===== src/rdos_params.svh =====
// timing and layout constants for the redundant output selector
// assumes inclusion by the design file, the partner model and the bench only
`ifndef RDOS_PARAMS_SVH
`define RDOS_PARAMS_SVH
`define RDOS_MISS_LIMIT 2'd3
`define RDOS_ADDR_PRIMARY 5'h1f
`define RDOS_ADDR_BACKUP 5'h1e
`define RDOS_OFF_CTRL 8'h00
`define RDOS_OFF_DEFAULT 8'h04
`define RDOS_OFF_FALLBACK 8'h08
`define RDOS_OFF_STATUS 8'h0c
`define RDOS_OFF_OUTPUT 8'h10
`define RDOS_OFF_INPUT 8'h14
`define RDOS_CTRL_MODE 0
`define RDOS_CTRL_RETAIN 1
`define RDOS_CTRL_DUAL 2
`define RDOS_CTRL_ANALOG 3
`define RDOS_RESP_OKAY 2'b00
`define RDOS_RESP_SLVERR 2'b10
`endif


===== src/rdos_pkg.sv =====
// types for the redundant output selector
// assumes rdos_params.svh sits in the include path
package rdos_pkg;
  typedef enum logic [1:0] {
    RDOS_SRC_PRIMARY = 2'b01,
    RDOS_SRC_BACKUP = 2'b10
  } rdos_src_t;
  typedef enum logic [1:0] {
    RDOS_WR_IDLE = 2'b01,
    RDOS_WR_RESP = 2'b10
  } rdos_wr_t;
endpackage


===== src/rdos_selector.sv =====
// redundant output selector: picks station outputs from two controllers
// assumes controller frames and scan ticks arrive synchronous to sys_clk
// Contract
// - accept both output sets each scan
// - dual mode shares inputs with both controllers
// - primary mode follows controller 31
// - three missed scans switch to 30
// - no source: default or hold outputs
// - controller 31 reclaims whenever online
// - vote mode drives agreed value
// - disagreement drives configured fallback state
// - single sender drives outputs directly
// - analog station forces primary mode
// - bus config writes replace settings
`timescale 1ns/1ns
`include "rdos_params.svh"
module rdos_selector #(
  parameter int WIDTH = 16
) (
  input wire logic sys_clk,
  input wire logic rst_b,
  input wire logic scan_tick,
  input wire logic frame_valid,
  input wire logic [4:0] frame_src,
  input wire logic [WIDTH-1:0] frame_data,
  input wire logic cfg_wr,
  input wire logic [7:0] cfg_addr,
  input wire logic [31:0] cfg_data,
  input wire logic [WIDTH-1:0] station_inputs,
  input wire logic analog_present,
  output logic [WIDTH-1:0] station_outputs,
  output logic [WIDTH-1:0] share_inputs,
  output logic share_to_both,
  output logic [1:0] active_src,
  input wire logic [31:0] s_axi_awaddr,
  input wire logic s_axi_awvalid,
  output logic s_axi_awready,
  input wire logic [31:0] s_axi_wdata,
  input wire logic [3:0] s_axi_wstrb,
  input wire logic s_axi_wvalid,
  output logic s_axi_wready,
  output logic [1:0] s_axi_bresp,
  output logic s_axi_bvalid,
  input wire logic s_axi_bready,
  input wire logic [31:0] s_axi_araddr,
  input wire logic s_axi_arvalid,
  output logic s_axi_arready,
  output logic [31:0] s_axi_rdata,
  output logic [1:0] s_axi_rresp,
  output logic s_axi_rvalid,
  input wire logic s_axi_rready
);
  import rdos_pkg::*;

  // configuration and selection state
  logic [3:0] ctrl;
  logic [WIDTH-1:0] dflt, fallb, hold_p, hold_b;
  logic got_p, got_b;
  logic [1:0] miss_p, miss_b;
  rdos_src_t src;
  logic have_src;
  logic [3:0] next_ctrl;
  logic [WIDTH-1:0] next_dflt, next_fallb, next_hold_p, next_hold_b;
  logic [WIDTH-1:0] next_out;
  logic next_got_p, next_got_b, next_have_src;
  logic [1:0] next_miss_p, next_miss_b;
  rdos_src_t next_src;
  // bus slave state
  rdos_wr_t wst, next_wst;
  logic aw_hit, w_hit, next_aw_hit, next_w_hit;
  logic [7:0] aw_off, next_aw_off;
  logic [31:0] w_dat, next_w_dat;
  logic [3:0] w_stb, next_w_stb;
  logic [1:0] next_bresp, next_rresp;
  logic next_rvalid;
  logic [31:0] next_rdata;
  logic vote_mode, p_frm, b_frm, p_on, b_on;

  // byte-lane merge for a register write
  function automatic logic [31:0] merge(input logic [31:0] old,
    input logic [31:0] nw, input logic [3:0] stb);
    logic [31:0] r;
    r = old;
    for (int i = 0; i < 4; i++)
      if (stb[i])
        r[i*8 +: 8] = nw[i*8 +: 8];
    return r;
  endfunction

  // known register offset check
  function automatic logic mapped(input logic [7:0] off);
    mapped = (off == `RDOS_OFF_CTRL) || (off == `RDOS_OFF_DEFAULT) ||
      (off == `RDOS_OFF_FALLBACK) || (off == `RDOS_OFF_STATUS) ||
      (off == `RDOS_OFF_OUTPUT) || (off == `RDOS_OFF_INPUT);
  endfunction

  // frame source decode
  // fixed controller addresses
  assign p_frm = frame_valid && (frame_src == `RDOS_ADDR_PRIMARY);
  assign b_frm = frame_valid && (frame_src == `RDOS_ADDR_BACKUP);
  assign vote_mode = ctrl[`RDOS_CTRL_MODE] && !analog_present;
  assign share_inputs = station_inputs;
  assign share_to_both = ctrl[`RDOS_CTRL_DUAL];
  assign active_src = have_src ? src : 2'b00;
  // online at the coming tick: fresh frame, or the count after this
  // scan's increment still under the limit, so the third miss drops it
  assign p_on = got_p || (miss_p < (`RDOS_MISS_LIMIT - 2'd1));
  assign b_on = got_b || (miss_b < (`RDOS_MISS_LIMIT - 2'd1));

  // selection next values: frames and config taken any cycle, outputs chosen at each scan boundary
  always_comb
  begin
    logic [WIDTH-1:0] w;
    logic [31:0] cv;
    w = '0;
    cv = '0;
    next_ctrl = ctrl;
    next_dflt = dflt;
    next_fallb = fallb;
    next_hold_p = hold_p;
    next_hold_b = hold_b;
    next_got_p = got_p;
    next_got_b = got_b;
    next_miss_p = miss_p;
    next_miss_b = miss_b;
    next_src = src;
    next_have_src = have_src;
    next_out = station_outputs;
    if (p_frm)
    begin
      next_hold_p = frame_data;
      next_got_p = 1'b1;
      next_miss_p = 2'd0; // clear on arrival
    end
    if (b_frm)
    begin
      next_hold_b = frame_data;
      next_got_b = 1'b1;
      next_miss_b = 2'd0;
    end
    if (scan_tick)
    begin
      next_got_p = p_frm;
      next_got_b = b_frm;
      if (!got_p && !p_frm && miss_p != `RDOS_MISS_LIMIT)
        next_miss_p = miss_p + 2'd1;
      if (!got_b && !b_frm && miss_b != `RDOS_MISS_LIMIT)
        next_miss_b = miss_b + 2'd1;
      if (vote_mode)
      begin
        next_have_src = p_on || b_on;
        if (p_on && b_on)
        begin
          for (int i = 0; i < WIDTH; i++)
            w[i] = (hold_p[i] == hold_b[i]) ? hold_p[i] : fallb[i];
          next_out = w;
          next_src = RDOS_SRC_PRIMARY;
        end
        else if (p_on)
        begin
          next_out = hold_p;
          next_src = RDOS_SRC_PRIMARY;
        end
        else if (b_on)
        begin
          next_out = hold_b;
          next_src = RDOS_SRC_BACKUP;
        end
        else if (!ctrl[`RDOS_CTRL_RETAIN])
          next_out = dflt;
      end
      else
      begin
        if (p_on)
        begin
          next_src = RDOS_SRC_PRIMARY;
          next_have_src = 1'b1;
          next_out = hold_p;
        end
        else if (b_on)
        begin
          next_src = RDOS_SRC_BACKUP;
          next_have_src = 1'b1;
          next_out = hold_b;
        end
        else
        begin
          next_have_src = 1'b0;
          if (!ctrl[`RDOS_CTRL_RETAIN])
            next_out = dflt;
        end
      end
    end
    if (cfg_wr)
    begin
      if (cfg_addr == `RDOS_OFF_CTRL)
        next_ctrl = cfg_data[3:0];
      else if (cfg_addr == `RDOS_OFF_DEFAULT)
        next_dflt = cfg_data[WIDTH-1:0];
      else if (cfg_addr == `RDOS_OFF_FALLBACK)
        next_fallb = cfg_data[WIDTH-1:0];
    end
    // axi writes follow datagrams, so software wins a clash
    if (wst == RDOS_WR_IDLE && aw_hit && w_hit)
    begin
      if (aw_off == `RDOS_OFF_CTRL)
      begin
        cv = merge({28'h0000000, ctrl}, w_dat, w_stb);
        next_ctrl = cv[3:0];
      end
      else if (aw_off == `RDOS_OFF_DEFAULT)
      begin
        cv = merge(32'(dflt), w_dat, w_stb);
        next_dflt = cv[WIDTH-1:0];
      end
      else if (aw_off == `RDOS_OFF_FALLBACK)
      begin
        cv = merge(32'(fallb), w_dat, w_stb);
        next_fallb = cv[WIDTH-1:0];
      end
    end
  end

  // selection registers
  always_ff @(posedge sys_clk or negedge rst_b)
  begin
    if (!rst_b)
    begin
      ctrl <= 4'h0;
      dflt <= '0;
      fallb <= '0;
      hold_p <= '0;
      hold_b <= '0;
      got_p <= 1'b0;
      got_b <= 1'b0;
      miss_p <= `RDOS_MISS_LIMIT;
      miss_b <= `RDOS_MISS_LIMIT;
      src <= RDOS_SRC_PRIMARY;
      have_src <= 1'b0;
      station_outputs <= '0;
    end
    else
    begin
      ctrl <= next_ctrl;
      dflt <= next_dflt;
      fallb <= next_fallb;
      hold_p <= next_hold_p;
      hold_b <= next_hold_b;
      got_p <= next_got_p;
      got_b <= next_got_b;
      miss_p <= next_miss_p;
      miss_b <= next_miss_b;
      src <= next_src;
      have_src <= next_have_src;
      station_outputs <= next_out;
    end
  end

  // axi handshakes: each address/data slot takes once, then waits
  assign s_axi_awready = !aw_hit && wst == RDOS_WR_IDLE;
  assign s_axi_wready = !w_hit && wst == RDOS_WR_IDLE;
  assign s_axi_arready = !s_axi_rvalid;
  assign s_axi_bvalid = (wst == RDOS_WR_RESP);

  // axi slave next values
  always_comb
  begin
    next_wst = wst;
    next_aw_hit = aw_hit;
    next_w_hit = w_hit;
    next_aw_off = aw_off;
    next_w_dat = w_dat;
    next_w_stb = w_stb;
    next_bresp = s_axi_bresp;
    next_rvalid = s_axi_rvalid;
    next_rdata = s_axi_rdata;
    next_rresp = s_axi_rresp;
    if (s_axi_awvalid && s_axi_awready)
    begin
      next_aw_hit = 1'b1;
      next_aw_off = s_axi_awaddr[7:0];
    end
    if (s_axi_wvalid && s_axi_wready)
    begin
      next_w_hit = 1'b1;
      next_w_dat = s_axi_wdata;
      next_w_stb = s_axi_wstrb;
    end
    case (wst)
      RDOS_WR_IDLE:
        if (aw_hit && w_hit)
        begin
          next_wst = RDOS_WR_RESP;
          next_aw_hit = 1'b0;
          next_w_hit = 1'b0;
          if (aw_off == `RDOS_OFF_CTRL || aw_off == `RDOS_OFF_DEFAULT ||
              aw_off == `RDOS_OFF_FALLBACK)
            next_bresp = `RDOS_RESP_OKAY;
          else
            next_bresp = `RDOS_RESP_SLVERR;
        end
      RDOS_WR_RESP:
        if (s_axi_bready)
          next_wst = RDOS_WR_IDLE;
      default:
        next_wst = RDOS_WR_IDLE;
    endcase
    if (s_axi_rvalid && s_axi_rready)
      next_rvalid = 1'b0;
    if (s_axi_arvalid && s_axi_arready)
    begin
      next_rvalid = 1'b1;
      next_rresp = mapped(s_axi_araddr[7:0]) ? `RDOS_RESP_OKAY :
        `RDOS_RESP_SLVERR;
      next_rdata = '0;
      if (s_axi_araddr[7:0] == `RDOS_OFF_CTRL)
        next_rdata = {28'h0000000, ctrl};
      else if (s_axi_araddr[7:0] == `RDOS_OFF_DEFAULT)
        next_rdata = 32'(dflt);
      else if (s_axi_araddr[7:0] == `RDOS_OFF_FALLBACK)
        next_rdata = 32'(fallb);
      else if (s_axi_araddr[7:0] == `RDOS_OFF_STATUS)
        next_rdata = {22'h000000, miss_b, miss_p, got_b, got_p,
          vote_mode, have_src, active_src};
      else if (s_axi_araddr[7:0] == `RDOS_OFF_OUTPUT)
        next_rdata = 32'(station_outputs);
      else if (s_axi_araddr[7:0] == `RDOS_OFF_INPUT)
        next_rdata = 32'(station_inputs);
    end
  end

  // axi slave registers
  always_ff @(posedge sys_clk or negedge rst_b)
  begin
    if (!rst_b)
    begin
      wst <= RDOS_WR_IDLE;
      aw_hit <= 1'b0;
      w_hit <= 1'b0;
      aw_off <= 8'h00;
      w_dat <= 32'h00000000;
      w_stb <= 4'h0;
      s_axi_bresp <= 2'b00;
      s_axi_rvalid <= 1'b0;
      s_axi_rdata <= 32'h00000000;
      s_axi_rresp <= 2'b00;
    end
    else
    begin
      wst <= next_wst;
      aw_hit <= next_aw_hit;
      w_hit <= next_w_hit;
      aw_off <= next_aw_off;
      w_dat <= next_w_dat;
      w_stb <= next_w_stb;
      s_axi_bresp <= next_bresp;
      s_axi_rvalid <= next_rvalid;
      s_axi_rdata <= next_rdata;
      s_axi_rresp <= next_rresp;
    end
  end

  // primary mode: primary online this scan selects primary next cycle
  property p_prim_wins;
    @(posedge sys_clk) disable iff (!rst_b)
    (scan_tick && !vote_mode && p_on) |=>
      (active_src == RDOS_SRC_PRIMARY) && (station_outputs == $past(hold_p));
  endproperty
  a_prim_wins: assert property (p_prim_wins)
    else $error("primary not selected");

  property p_reclaim;
    @(posedge sys_clk) disable iff (!rst_b)
    (scan_tick && !vote_mode && got_p && active_src == RDOS_SRC_BACKUP)
      |=> active_src == RDOS_SRC_PRIMARY;
  endproperty
  a_reclaim: assert property (p_reclaim)
    else $error("primary did not reclaim");

  property p_failover;
    @(posedge sys_clk) disable iff (!rst_b)
    (scan_tick && !vote_mode && !p_on && b_on) |=>
      active_src == RDOS_SRC_BACKUP;
  endproperty
  a_failover: assert property (p_failover)
    else $error("no failover to backup");

  property p_default;
    @(posedge sys_clk) disable iff (!rst_b)
    (scan_tick && !p_on && !b_on && !ctrl[`RDOS_CTRL_RETAIN]) |=>
      station_outputs == $past(dflt);
  endproperty
  a_default: assert property (p_default)
    else $error("defaults not applied");

  property p_vote;
    @(posedge sys_clk) disable iff (!rst_b)
    (scan_tick && vote_mode && p_on && b_on) |=>
      station_outputs ==
        (($past(hold_p) & ~($past(hold_p) ^ $past(hold_b))) |
        (($past(hold_p) ^ $past(hold_b)) & $past(fallb)));
  endproperty
  a_vote: assert property (p_vote)
    else $error("vote result wrong");

  property p_single;
    @(posedge sys_clk) disable iff (!rst_b)
    (scan_tick && vote_mode && !p_on && b_on) |=>
      station_outputs == $past(hold_b);
  endproperty
  a_single: assert property (p_single)
    else $error("lone sender not followed");

  property p_analog;
    @(posedge sys_clk) disable iff (!rst_b)
    (scan_tick && analog_present && p_on) |=>
      (active_src == RDOS_SRC_PRIMARY) && (station_outputs == $past(hold_p));
  endproperty
  a_analog: assert property (p_analog)
    else $error("vote allowed with analog");

  property p_miss_clr;
    @(posedge sys_clk) disable iff (!rst_b)
    p_frm |=> miss_p == 2'd0 ##1 (miss_p <= 2'd1);
  endproperty
  a_miss_clr: assert property (p_miss_clr)
    else $error("miss count not cleared");

  property p_cfg;
    @(posedge sys_clk) disable iff (!rst_b)
    (cfg_wr && cfg_addr == `RDOS_OFF_FALLBACK && !(wst == RDOS_WR_IDLE &&
      aw_hit && w_hit)) |=> fallb == $past(cfg_data[WIDTH-1:0]);
  endproperty
  a_cfg: assert property (p_cfg)
    else $error("config write lost");
endmodule


===== config.mk =====
export PLATFORM = sky130hd
export DESIGN_NAME = rdos_selector
export DESIGN_NICKNAME = d
export VERILOG_FILES = /design/src/rdos_pkg.sv /design/src/rdos_selector.sv
export VERILOG_INCLUDE_DIRS = /design/src
export SDC_FILE = /design/constraint.sdc
export NUM_CORES = 1
export LEC_CHECK = 0
export ABC_AREA = 0
export BUFFER_PORTS_ARGS = -buffer_cell sky130_fd_sc_hd__buf_4
export CORE_UTILIZATION = 25
export CTS_BUF_LIST = sky130_fd_sc_hd__clkbuf_8
export DETAILED_ROUTE_END_ITERATION = 10
export HOLD_SLACK_MARGIN = 0.1
export SLEW_MARGIN = 20
export SYNTH_ARGS = -nofsm -noshare
export SYNTH_HDL_FRONTEND = slang
export SYNTH_SLANG_ARGS = --single-unit

===== constraint.sdc =====
create_clock -name sys_clk -period 1.85 [get_ports sys_clk]
set_input_delay 0.37 -clock sys_clk [delete_from_list [all_inputs] [get_ports sys_clk]]
set_output_delay 0.37 -clock sys_clk [all_outputs]
set_load 0.005 [all_outputs]

# == After elaboration in Yosys (flattened, before gate mapping) ==
# Index checks and enable logic that the tools add are counted.
# word_totals
regBits,160
in_bits,188
out_inout_bits,76
# op_classes
order_cmp,2
muxes,79
eq_ne,38
n_reduce_logical,43
add_sub_neg,2
# ops
operator,n
$mux W16,25
$eq A8 B4 Y1 const B,4
$mux W1,31
$mux W2,15
$eq A8 B3 Y1 const B,3
$logic_not A8 Y1,3
$mux W4,5
$logic_and A1 B1 Y1,17
$eq A1 B1 Y1,16
$eq A8 B5 Y1 const B,2
$mux W8,2
$eq A5 B5 Y1 const B,2
$logic_or A1 B1 Y1,10
$ne A5 B5 Y1 const B,2
$logic_not A1 Y1,8
$ne A4 B4 Y1 const B,2
$reduce_bool A2 Y1,3
$add A2 B1 Y2 const B,2
$lt A2 B2 Y1 const B,2
$ne A2 B1 Y1 const B,2
$ne A2 B2 Y1 const B,2
$pmux W2 S2,1
$reduce_and A2 Y1,2
$ne A3 B3 Y1 const B,1
2 further kinds,2

# == Depth between registers and ports, before layout ==
# Gate-level depths: netlist of run 1.
# depth
depth_word,9
ltp_mapped,8
mapped_depth_nobuf,5

# == Worst setup path before layout of run 1 ==
# Ideal clock, no wire load.
# synth_timing
path_kind,reg-to-reg
startpoint,register wst[0]
endpoint,register fallb[13]
path_stages_with_launch,9
arrival_time_ns,1.844
slack_ns,-0.116
n_path_buf,3
setup_time_ns,0.121
synth_period_minus_slack_ns,1.966
path_cell_list,dfstp_2 -> and4b_1 -> buf_2 -> nand4_1 -> and2_0 -> clkbuf_1 -> buf_2 -> a22oi_1 -> nand2_1
# synth_via
elab_chain_cells,4
elab_cells_between_ends,5
classes_between,eq/ne: 2; mux: 1; reduce/logical: 2
# synth_lines
element,line_no,text
start: declaration,rdos_selector.sv:69,"rdos_wr_t wst, next_wst;"
start signal: assignment,rdos_selector.sv:350,wst <= next_wst;
$eq A2 B1 Y1 (*),rdos_selector.sv:204,if (wst == RDOS_WR_IDLE && aw_hit && w_hit)
$logic_and A1 B1 Y1 (*) (2 in series),rdos_selector.sv:204,
$ne A5 B5 Y1 (no line) or $mux W16 (tied branches),-,
end signal: assignment,rdos_selector.sv:246,fallb <= next_fallb;
end: declaration,rdos_selector.sv:57,"logic [WIDTH-1:0] dflt, fallb, hold_p, hold_b;"
# Mark *: on every way between the ends. The rest lies on a longest branch, timed or not.
# A chain may end at the register's enable or synchronous reset.

# == Final worst setup path of run 1 ==
# layout_timing
startpoint,register wst[0]
endpoint,register dflt[3]
# layout_via
elab_chain_cells,4
elab_cells_between_ends,5
classes_between,eq/ne: 2; mux: 1; reduce/logical: 2
# layout_lines
element,line_no,text
$eq A2 B1 Y1 (*),rdos_selector.sv:204,
$logic_and A1 B1 Y1 (*) (2 in series),rdos_selector.sv:204,
$ne A4 B4 Y1 (no line) or $mux W16 (tied branches),-,
end signal: assignment,rdos_selector.sv:245,dflt <= next_dflt;
end: declaration,rdos_selector.sv:57,
# Marked as above.

==> flow_summary.toml, run 1 <==
[detailed_routing]
wire_per_inst_um = 17.1
ant_nets = 0
route.detailed.drc = 0
drt_iter0_markers = 445
drt_pass1_iterations = 5
via_per_inst = 4.85
vias = 6490
wl_um = 22900

[grt]
grt_pass1_wl_um = 35500
grtUsageMet2_pct = 25.5
grt.busiest_layer = "met2"
first_global_vias = 6330
track_usage_pct = 15.1
grt_max_degree = 52
antenna_found_initial = 0
met3_usage_pct = 2.22
grt_use_met1_pct = 19.8
grt-ovfl-total = 0

[cts]
cts_tree = "done"
insertion_delay_ns = 0.45
cts_htree_levels = 4
cts_made_buffers = 17
path_clk_slew_ns = 0.08
cts_max_path_buffers = 2
numClockSinks = 142
cts-root-buf = "clkbuf_8"

[run_status]
run_status = "finished clean"

[final_layout]
final_layout_size_suffix_gt1_share_pct = 39.2
antenna_cells = 0
nets = 1130
final_util_pct = 34.4
syn2layout_area_growth_pct = 33.7

[floorplanning]
die_h_um = 175
fp-row-count = 62
fp.dieArea_sq_um = 30600
initial_core_util_pct = 25.7
design.core.area_sq_um = 29100
io_pins = 264
die_w_um = 175

[critical_path]
crit_type = "reg2reg"
ff2ff_path_depth = 6
timing.rr.start = "wst[0]"
cp.required_ns = 2.18
cp-start-kind = "flip-flop"
reg2reg_slack_ns = 0.004
crit_fanout = 7
r2r-end = "dflt[3]"
end_kind = "flip-flop"
crit_arrival_ns = 2.18

[synth]
synth_cell_type_count = 56
yosysTopAreaCellShare_pct = 45.5
ys_top_cells_by_count = "dfrtp_1 (136), nand2_1 (79), a21oi_1 (70)"
ys_async_sr_fraction_pct = 100
synth.avg_cell_area_sq_um = 9.86
syn_inst = 759
syn_area_sq_um = 7480
ys.flop_type = "dfrtp_1"
ys_ff_latch = 142
synth_edf_count = 0
yosysSeqAreaShare_pct = 47.6
synth_top_area_cell = "dfrtp_1"
netlist_top_cells_area = "dfrtp_1 (45%), mux2_2 (9.0%), a21oi_1 (4.7%)"
synthMostInstantiatedCell = "dfrtp_1"
ys_warn_count = 0

[pwr]
ir_worst_vdd_uv = 439
leakagePower_nw = 4.53
powerDensity_nw_per_um2 = 1170

[timing]
fin_hold_ws_ns = 0.132
fin_crit_ns = 1.85
slew_headroom_pct = 65.4
grt_setup_unrepaired = "yes"
hold_viol = 0
slew_viol_final = 0
finalSetupViolCount = 0
period_share_pct = 99.8
fin_skew_ns = 0.0140
final.setup.worst_slack_ns = 0.00391
fmax_ghz = 0.542
setup-tns-final_ns = 0
tightest_slew_ns = 0.519

[placed_design]
gp_congestion = 0.851
dp_slack_ns = -0.219
numPortBuffers = 163
dp_hpwl_um = 17400

[hold_path]
hold-path-cell-count = 3
hold_class = "in2reg"
hold_path_startpoint = "s_axi_wstrb[1]"
min_to = "w_stb[1]"

[flow_run]
drv_cap = 0
-- worst max path at each step --
stage | startpoint | to | slack, ns | cells past startpoint
floorplan | s_axi_araddr[0] | s_axi_rdata[8] | -0.06 | 5
global placement | wst[0] | dflt[13] | -0.21 | 5
detailed placement | s_axi_araddr[0] | s_axi_rdata[1] | -0.22 | 6
CTS | wst[0] | fallb[7] | -0.02 | 6
global route | wst[0] | dflt[3] | -0.11 | 6
finish | wst[0] | dflt[3] | 0.004 | 6
-- cell type report --
class	instances	area, sq um
fillers	3010	19100
multi-input cells	542	3650
flip-flops and latches	142	3560
repair buffers	222	1790
well taps	384	480
clock buffers	18	248
clock inverters	14	214
inverters	15	56.3
-- critical path, cell delays in order (launching register included) --
cell,delay (ns)
dfstp_2,0.53
and4b_2,0.30
nand3_2,0.12
nor3b_4,0.27
buf_4,0.17
nand2_4,0.08
o221a_2,0.26
-- registers in the layout, indices dropped and copies added, names as in the netlist, 2 cells and up --
name	count
miss_b	2
hold_p	16
dflt	16
s_axi_rdata	16
wst	2
hold_b	16
miss_p	2
aw_off	8
w_stb	2
fallb	16
ctrl	4
src	2
station_outputs	16
w_dat	16
-- layout by cell type, fill, tap and decap left out, types with 3 or more instances in the layout --
master	synthesis	routed
a21oi_1	70	70
a22o_1	16	16
a22oi_2	0	13
a31oi_1	20	20
and2_1	5	5
buf_12	0	8
buf_4	35	206
buf_6	1	4
bufinv_16	0	5
clkbuf_8	0	18
clkinv_2	0	3
clkinvlp_4	0	3
conb_1	1	18
dfrtp_1	136	136
dfstp_2	6	6
dlygate4sd3_1	0	4
inv_1	15	15
mux2_2	60	60
mux2i_1	23	21
nand2_1	79	70
nand2_2	0	8
nand2b_1	21	20
nand3_1	5	4
nand4_1	5	5
nor2_1	54	53
nor2b_1	11	11
nor3_1	18	13
nor3_2	1	6
nor3b_1	3	3
o21ai_0	47	47
o221a_2	15	15
o22ai_1	11	11
o41ai_1	10	10
-- per-layer routing --
metal | vias to the layer above | routed length, um | part of all wire (%)
li1 | 3057 | - | -
met1 | 3198 | 9930 | 43
met2 | 211 | 11400 | 50
met3 | 24 | 1160 | 5.1
met4 | 0 | 385 | 1.7
met5 | - | 0 | 0
-- logic make-up (layout without fill, tap and decap cells) --
kind of cell / Yosys count / count (layout) / share of synthesized area (%)
multiplexers: 84 / 84 / 12.4
flip-flops: 142 / 142 / 47.6
buffers and inverters: 92 / 269 / 6.56
other: 1 / 18 / 0.0501
XOR/XNOR: 2 / 2 / 0.234
AND/OR/NAND/NOR: 220 / 220 / 14.2
adder cells (fa/ha/maj): 2 / 2 / 0.334
AO/OA/AOI/OAI: 216 / 216 / 18.6
-- through the flow --
stage	total power (W)	instances	area, sq um
2_1_floorplan	0.00707	776	7600
3_3_place_gp	0.00866	1297	9330
3_5_place_dp	0.00877	1297	9330
4_1_cts	0.0118	1334	9860
5_1_grt	0.0125	1337	10000
6_report	0.0117	1337	10000
-- where the power goes --
group | internal [W] | total [W] | leakage, nW | switching (W)
Sequential | 0.00408 | 0.00514 | 1.81 | 0.00106
Clock | 0.00164 | 0.00292 | 0.225 | 0.00127
Combinational | 0.00202 | 0.00367 | 2.49 | 0.00165
Total | 0.00774 | 0.0117 | 4.53 | 0.00398
-- timing repair --
action / 4_1_cts / 5_1_grt
hold buffers: 4 / 0
resized for setup: 6 / 27
endpoints found under the setup margin: 30 / 37
buffers inserted: 1 / 3
pin swaps: 0 / 13
hold endpoints to repair: 49 / 0
(Power assumes the default switching activity.)
==> run 2: changes to the inputs <==
==> constraint.sdc (replaced) <==
create_clock -name sys_clk -period 2.1 [get_ports sys_clk]
set_input_delay 0.42 -clock sys_clk [delete_from_list [all_inputs] [get_ports sys_clk]]
set_output_delay 0.42 -clock sys_clk [all_outputs]
set_load 0.005 [all_outputs]
==> run 2 against run 1 <==
Effect of this change:
- setup slack improved by 0.090 ns
- clock skew about the same
- non-clock buffer count fell by 22
- flip-flop and latch count unchanged
- final area is 4.1% lower
- clock-buffer cell count did not move
- clock power is 17% lower
- utilization down 1.4 points
- critical path type unchanged
==> flow_summary.toml, run 2 (same netlist as run 1, synthesis figures left out) <==
[critical_path]
r2r-end = "dflt[3]"
startpoint = "wst[0]"
crit_arrival_ns = 2.34
ff2ff_path_depth = 5
reg2reg_slack_ns = 0.09
crit_type = "reg2reg"
cp.required_ns = 2.43
timing.rr.start = "wst[0]"
crit_fanout = 7
cp-start-kind = "flip-flop"
end_kind = "flip-flop"
crit_path_end = "dflt[3]"

[detailed_routing]
wl_um = 22600
drt_pass1_iterations = 4
vias = 6363
route.detailed.drc = 0
via_per_inst = 4.84
ant_nets = 0
wire_per_inst_um = 17.2
drt_iter0_markers = 578

[pwr]
totalPowerFinal_w = 0.0100
leakagePower_nw = 4.39
ir_worst_vdd_uv = 375
powerDensity_nw_per_um2 = 1040

[floorplanning]
initial_core_util_pct = 25.7
die_w_um = 175
io_pins = 264
fp.dieArea_sq_um = 30600
die_h_um = 175
fp-row-count = 62
design.core.area_sq_um = 29100

[placed_design]
gp_congestion = 0.851
dp_slack_ns = 0.0125
numPortBuffers = 163
dpl-instance-area_sq_um = 9140
dp_hpwl_um = 17200

[flow_run]
drv_cap = 0

[grt]
grt_max_degree = 66
first_global_vias = 6168
grt_pass1_wl_um = 35500
antenna_found_initial = 0
grt-ovfl-total = 0
track_usage_pct = 15.2

[hold_path]
hold_class = "in2reg"

[timing]
hold_viol = 0
finalSetupViolCount = 0
slew_headroom_pct = 61.0
fin_crit_ns = 2.01
tightest_slew_ns = 0.580
grt_setup_unrepaired = "no"
period_share_pct = 95.5
fmax_ghz = 0.498
setup-tns-final_ns = 0
fin_skew_ns = 0.0139
final.setup.worst_slack_ns = 0.0936
slew_viol_final = 0

[final_layout]
fin_area_sq_um = 9590
final_util_pct = 33.0
final_cell_mix = "buf_4 (194), dfrtp_1 (136), nand2_1 (78), a21oi_1 (70), mux2_2 (60)"
num-fill-cells = 3026
regArea_sq_um = 3560
final_common_cell = "buf_4"
nets = 1108
syn2layout_area_growth_pct = 28.2
multi_input_area_sq_um = 3510
antenna_cells = 0
final_layout_size_suffix_gt1_share_pct = 34.3

[cts]
insertion_delay_ns = 0.45
cts-root-buf = "clkbuf_8"
cts_made_buffers = 17
postCtsSetupRepairBufs = 0
cts_max_path_buffers = 2
numClockSinks = 142
cts_htree_levels = 4
cts_tree = "done"
path_clk_slew_ns = 0.08

[run_status]
run_status = "finished clean"
-- run 2: changes by cell type in the layout (fill, tap and decap cells not counted), moves of 4 or more --
cell,previous run,this run
nand2_2,8,1
buf_4,206,194
a22oi_2,13,0
nand2_1,70,78
nor3_2,6,1
nor3_1,13,18
buf_12,8,4
a22oi_1,2,15
-- run 2: per-layer routing --
layer / GRT usage (%) / vias up / share of wire [%]
li1: - / 3020 / -
met1: 20.4 / 3124 / 45
met2: 25.0 / 203 / 49
met3: 2.76 / 16 / 5.2
met4: 3.84 / 0 / 1.3
met5: 0 / - / 0
-- run 2: worst max-delay path, stage by stage (launching register included) --
cell and delay (ns):
dfstp_2 0.53, and4b_1 0.31, nand3_1 0.19, nor3b_4 0.31, nand2_1 0.25, o221a_2 0.31
-- run 2: through the flow --
stage	std cells	hold slack, ns
global route	1315	0.153
detailed placement	1282	0.282
CTS	1315	0.125
global placement	1282	0.284
finish	1315	0.147
floorplan	776	0.124
-- run 2: worst min-delay path by stage --
stage,cells past startpoint,end,start
after CTS,2,s_axi_rvalid,s_axi_rready
after global placement,1,wst[1],rst_b
after global routing,2,s_axi_rvalid,s_axi_rready
after floorplan,0,aw_hit,rst_b
final,2,s_axi_rvalid,s_axi_rready
after detailed placement,1,wst[1],rst_b
-- run 2: power breakdown --
group / total (W) / internal [W] / switching [W]
Combinational: 0.00307 / 0.00168 / 0.00140
Sequential: 0.00453 / 0.00359 / 0.000936
Clock: 0.00241 / 0.00131 / 0.00110
-- run 2: area by class of cell --
| class | count | share of cell area, % |
|---|---|---|
| clock buffer | 18 | 2.58 |
| clock inverter | 14 | 1.87 |
| inverter | 15 | 0.587 |
| multi-input combinational | 542 | 36.6 |
| sequential | 142 | 37.1 |
| tap | 384 | 5.01 |
| timing repair buffer | 200 | 16.2 |
-- run 2: timing repair --
action,4_1_cts,5_1_grt
resized for setup,0,3
setup endpoints to repair,0,22
hold buffers,1,0
endpoints found under the hold margin,18,0
==> run 3: changes to the inputs <==
--- a/config.mk
+++ b/config.mk
@@ -8,10 +8,13 @@
 export LEC_CHECK = 0
 export ABC_AREA = 0
 export BUFFER_PORTS_ARGS = -buffer_cell sky130_fd_sc_hd__buf_4
+export CORE_ASPECT_RATIO = 0.5
 export CORE_UTILIZATION = 25
 export CTS_BUF_LIST = sky130_fd_sc_hd__clkbuf_8
+export CTS_CLUSTER_SIZE = 20
 export DETAILED_ROUTE_END_ITERATION = 10
 export HOLD_SLACK_MARGIN = 0.1
+export PLACE_DENSITY_LB_ADDON = 0.25
 export SLEW_MARGIN = 20
 export SYNTH_ARGS = -nofsm -noshare
 export SYNTH_HDL_FRONTEND = slang
==> run 3 against run 2 <==
Effect of this change:
- non-clock buffer count up 11
- sequential share of layout area fell by 0.42 points
- clock-buffer cell count unchanged
- final area up 1.1%
- die area increased by 0.14%
- sequential power grew 1%
- flip-flop and latch count unchanged
- combinational power is essentially flat
- largest cell class unchanged
- wire length up 7.3%
- critical endpoint is now dflt[9]
- first-iteration DRC count fell by 23%
- global-route usage up 0.80 points
==> flow_summary.toml, run 3 (same netlist as run 1, synthesis figures left out) <==
[run_status]
run_status = "finished clean"

[final_layout]
final_cell_mix = "buf_4 (204), dfrtp_1 (136), nand2_1 (77), a21oi_1 (70), mux2_2 (60)"
syn2layout_area_growth_pct = 29.7
final_layout_size_suffix_gt1_share_pct = 35.7
final_util_pct = 33.3
final_common_cell = "buf_4"
num-fill-cells = 3001
nets = 1119
fin_area_sq_um = 9700
stdcell_count = 1334

[critical_path]
timing.rr.start = "wst[0]"
reg2reg_slack_ns = 0.06
crit_fanout = 8
crit_type = "reg2reg"
end_kind = "flip-flop"
cp.required_ns = 2.45
cp-start-kind = "flip-flop"
crit_arrival_ns = 2.39
ff2ff_path_depth = 5
r2r-end = "dflt[9]"

[cts]
insertion_delay_ns = 0.47
cts_tree = "done"
numClockSinks = 142
cts_max_path_buffers = 2
cts_htree_levels = 4
cts_made_buffers = 17
path_clk_slew_ns = 0.09
cts-root-buf = "clkbuf_8"

[hold_path]
min_to = "src[1]"
hold-path-cell-count = 2
hold_class = "in2reg"
hold_path_startpoint = "scan_tick"

[floorplanning]
die_w_um = 247
fp.dieArea_sq_um = 30700
die_h_um = 124
io_pins = 264
fp-row-count = 44
design.core.area_sq_um = 29200
initial_core_util_pct = 25.6

[placed_design]
numPortBuffers = 163
dpl.cell_count = 1299
dpl-instance-area_sq_um = 9220
dp_slack_ns = -0.0773
dp_hpwl_um = 18400
gp_congestion = 0.870

[detailed_routing]
ant_nets = 0
drt_iter0_markers = 444
vias = 6496
via_per_inst = 4.87
wire_per_inst_um = 18.2
route.detailed.drc = 0
drt_pass1_iterations = 6
wl_um = 24300

[timing]
tightest_slew_ns = 0.528
fin_skew_ns = 0.0156
slew_headroom_pct = 64.1
fin_crit_ns = 2.04
fmax_ghz = 0.491
grt_setup_unrepaired = "yes"
period_share_pct = 97.0
hold_viol = 0
slew_viol_final = 0
finalSetupViolCount = 0
setup-tns-final_ns = 0
final.setup.worst_slack_ns = 0.0639

[pwr]
p_sw_share_pct = 35.5
power_frac_clock_pct = 23.9
pwr-share-seq_pct = 45.4
powerDensity_nw_per_um2 = 1040
intPower_w = 0.00651
p_sw_w = 0.00358
comb_power_share_pct = 30.7
ir_worst_vdd_uv = 477
leakagePower_nw = 4.43

[grt]
grt-ovfl-total = 0
track_usage_pct = 16.0
antenna_found_initial = 0
first_global_vias = 6355
grt_pass1_wl_um = 37100
grt_max_degree = 44

[flow_run]
drv_cap = 0
run 3: cell types whose count changed in the layout (fill, tap and decap cells not counted), moves of 2 or more:
cell,previous run,this run
mux2i_1,23,20
inv_8,0,2
mux2i_2,0,3
buf_4,194,204
clkinv_2,3,1
inv_1,18,16
inv_6,0,3
clkinv_4,2,4
clkinvlp_4,2,0
run 3: worst max-delay path by stage:
stage               startpoint        endpoint  slack, ns  depth (start not counted)
2_1_floorplan  s_axi_araddr[0]  s_axi_rdata[8]       0.11                          5
3_3_place_gp       cfg_addr[5]         ctrl[2]      -0.12                          8
3_5_place_dp       cfg_addr[5]         dflt[8]      -0.08                          8
4_1_cts                 wst[0]       fallb[15]       0.02                          6
5_1_grt                 wst[0]         dflt[8]      -0.04                          5
6_report                wst[0]         dflt[9]       0.06                          5
run 3: repair_timing:
| item | CTS | global route |
|---|---|---|
| resized for setup | 2 | 5 |
| endpoints found under the setup margin | 16 | 27 |
| gates cloned | 0 | 0 |
| setup buffers | 0 | 0 |
| hold buffers | 2 | 0 |
| hold endpoints to repair | 37 | 0 |
run 3: area by class of cell:
| class | instances | area, sq um | area share, % |
|---|---|---|---|
| sequential | 142 | 3560 | 36.7 |
| multi-input combinational | 542 | 3520 | 36.3 |
| timing repair buffer | 211 | 1640 | 16.9 |
| tap | 391 | 489 | 5.04 |
| clock buffer | 18 | 248 | 2.55 |
| clock inverter | 14 | 183 | 1.88 |
| inverter | 15 | 56.3 | 0.580 |
| antenna | 1 | 2.50 | 0.0258 |
run 3: power by group through the flow:
stage	Sequential, W	Clock, W	Combinational, W
after floorplan	0.00420	0	0.00200
after global placement	0.00458	0	0.00303
after detailed placement	0.00460	0	0.00311
after CTS	0.00456	0.00248	0.00312
after global routing	0.00471	0.00258	0.00341
final	0.00458	0.00241	0.00310
run 3: worst max-delay path, stage by stage (launching register included):
cell and delay, ns:
dfstp_2 0.53, and4b_1 0.35, nand4_1 0.26, mux2i_2 0.53
nand2b_1 0.12, o221a_2 0.14
run 3: metrics by stage:
| stage | power (W) | hold WS, ns |
|---|---|---|
| after CTS | 0.0102 | 0.123 |
| after global routing | 0.0107 | 0.142 |
| final | 0.0101 | 0.154 |
| after detailed placement | 0.00771 | 0.361 |
| after global placement | 0.00761 | 0.358 |
| after floorplan | 0.00620 | 0.124 |
run 3: metal layers:
metal  wire length (um)  part of all wire (%)  vias up  global-route usage, %
li1                   -                     -     3055                      -
met1              11100                    46     3263                   21.2
met2              11600                    48      150                   26.0
met3               1030                   4.3       28                   3.04
met4                479                   2.0        0                   5.34
met5                  0                     0        -                      0
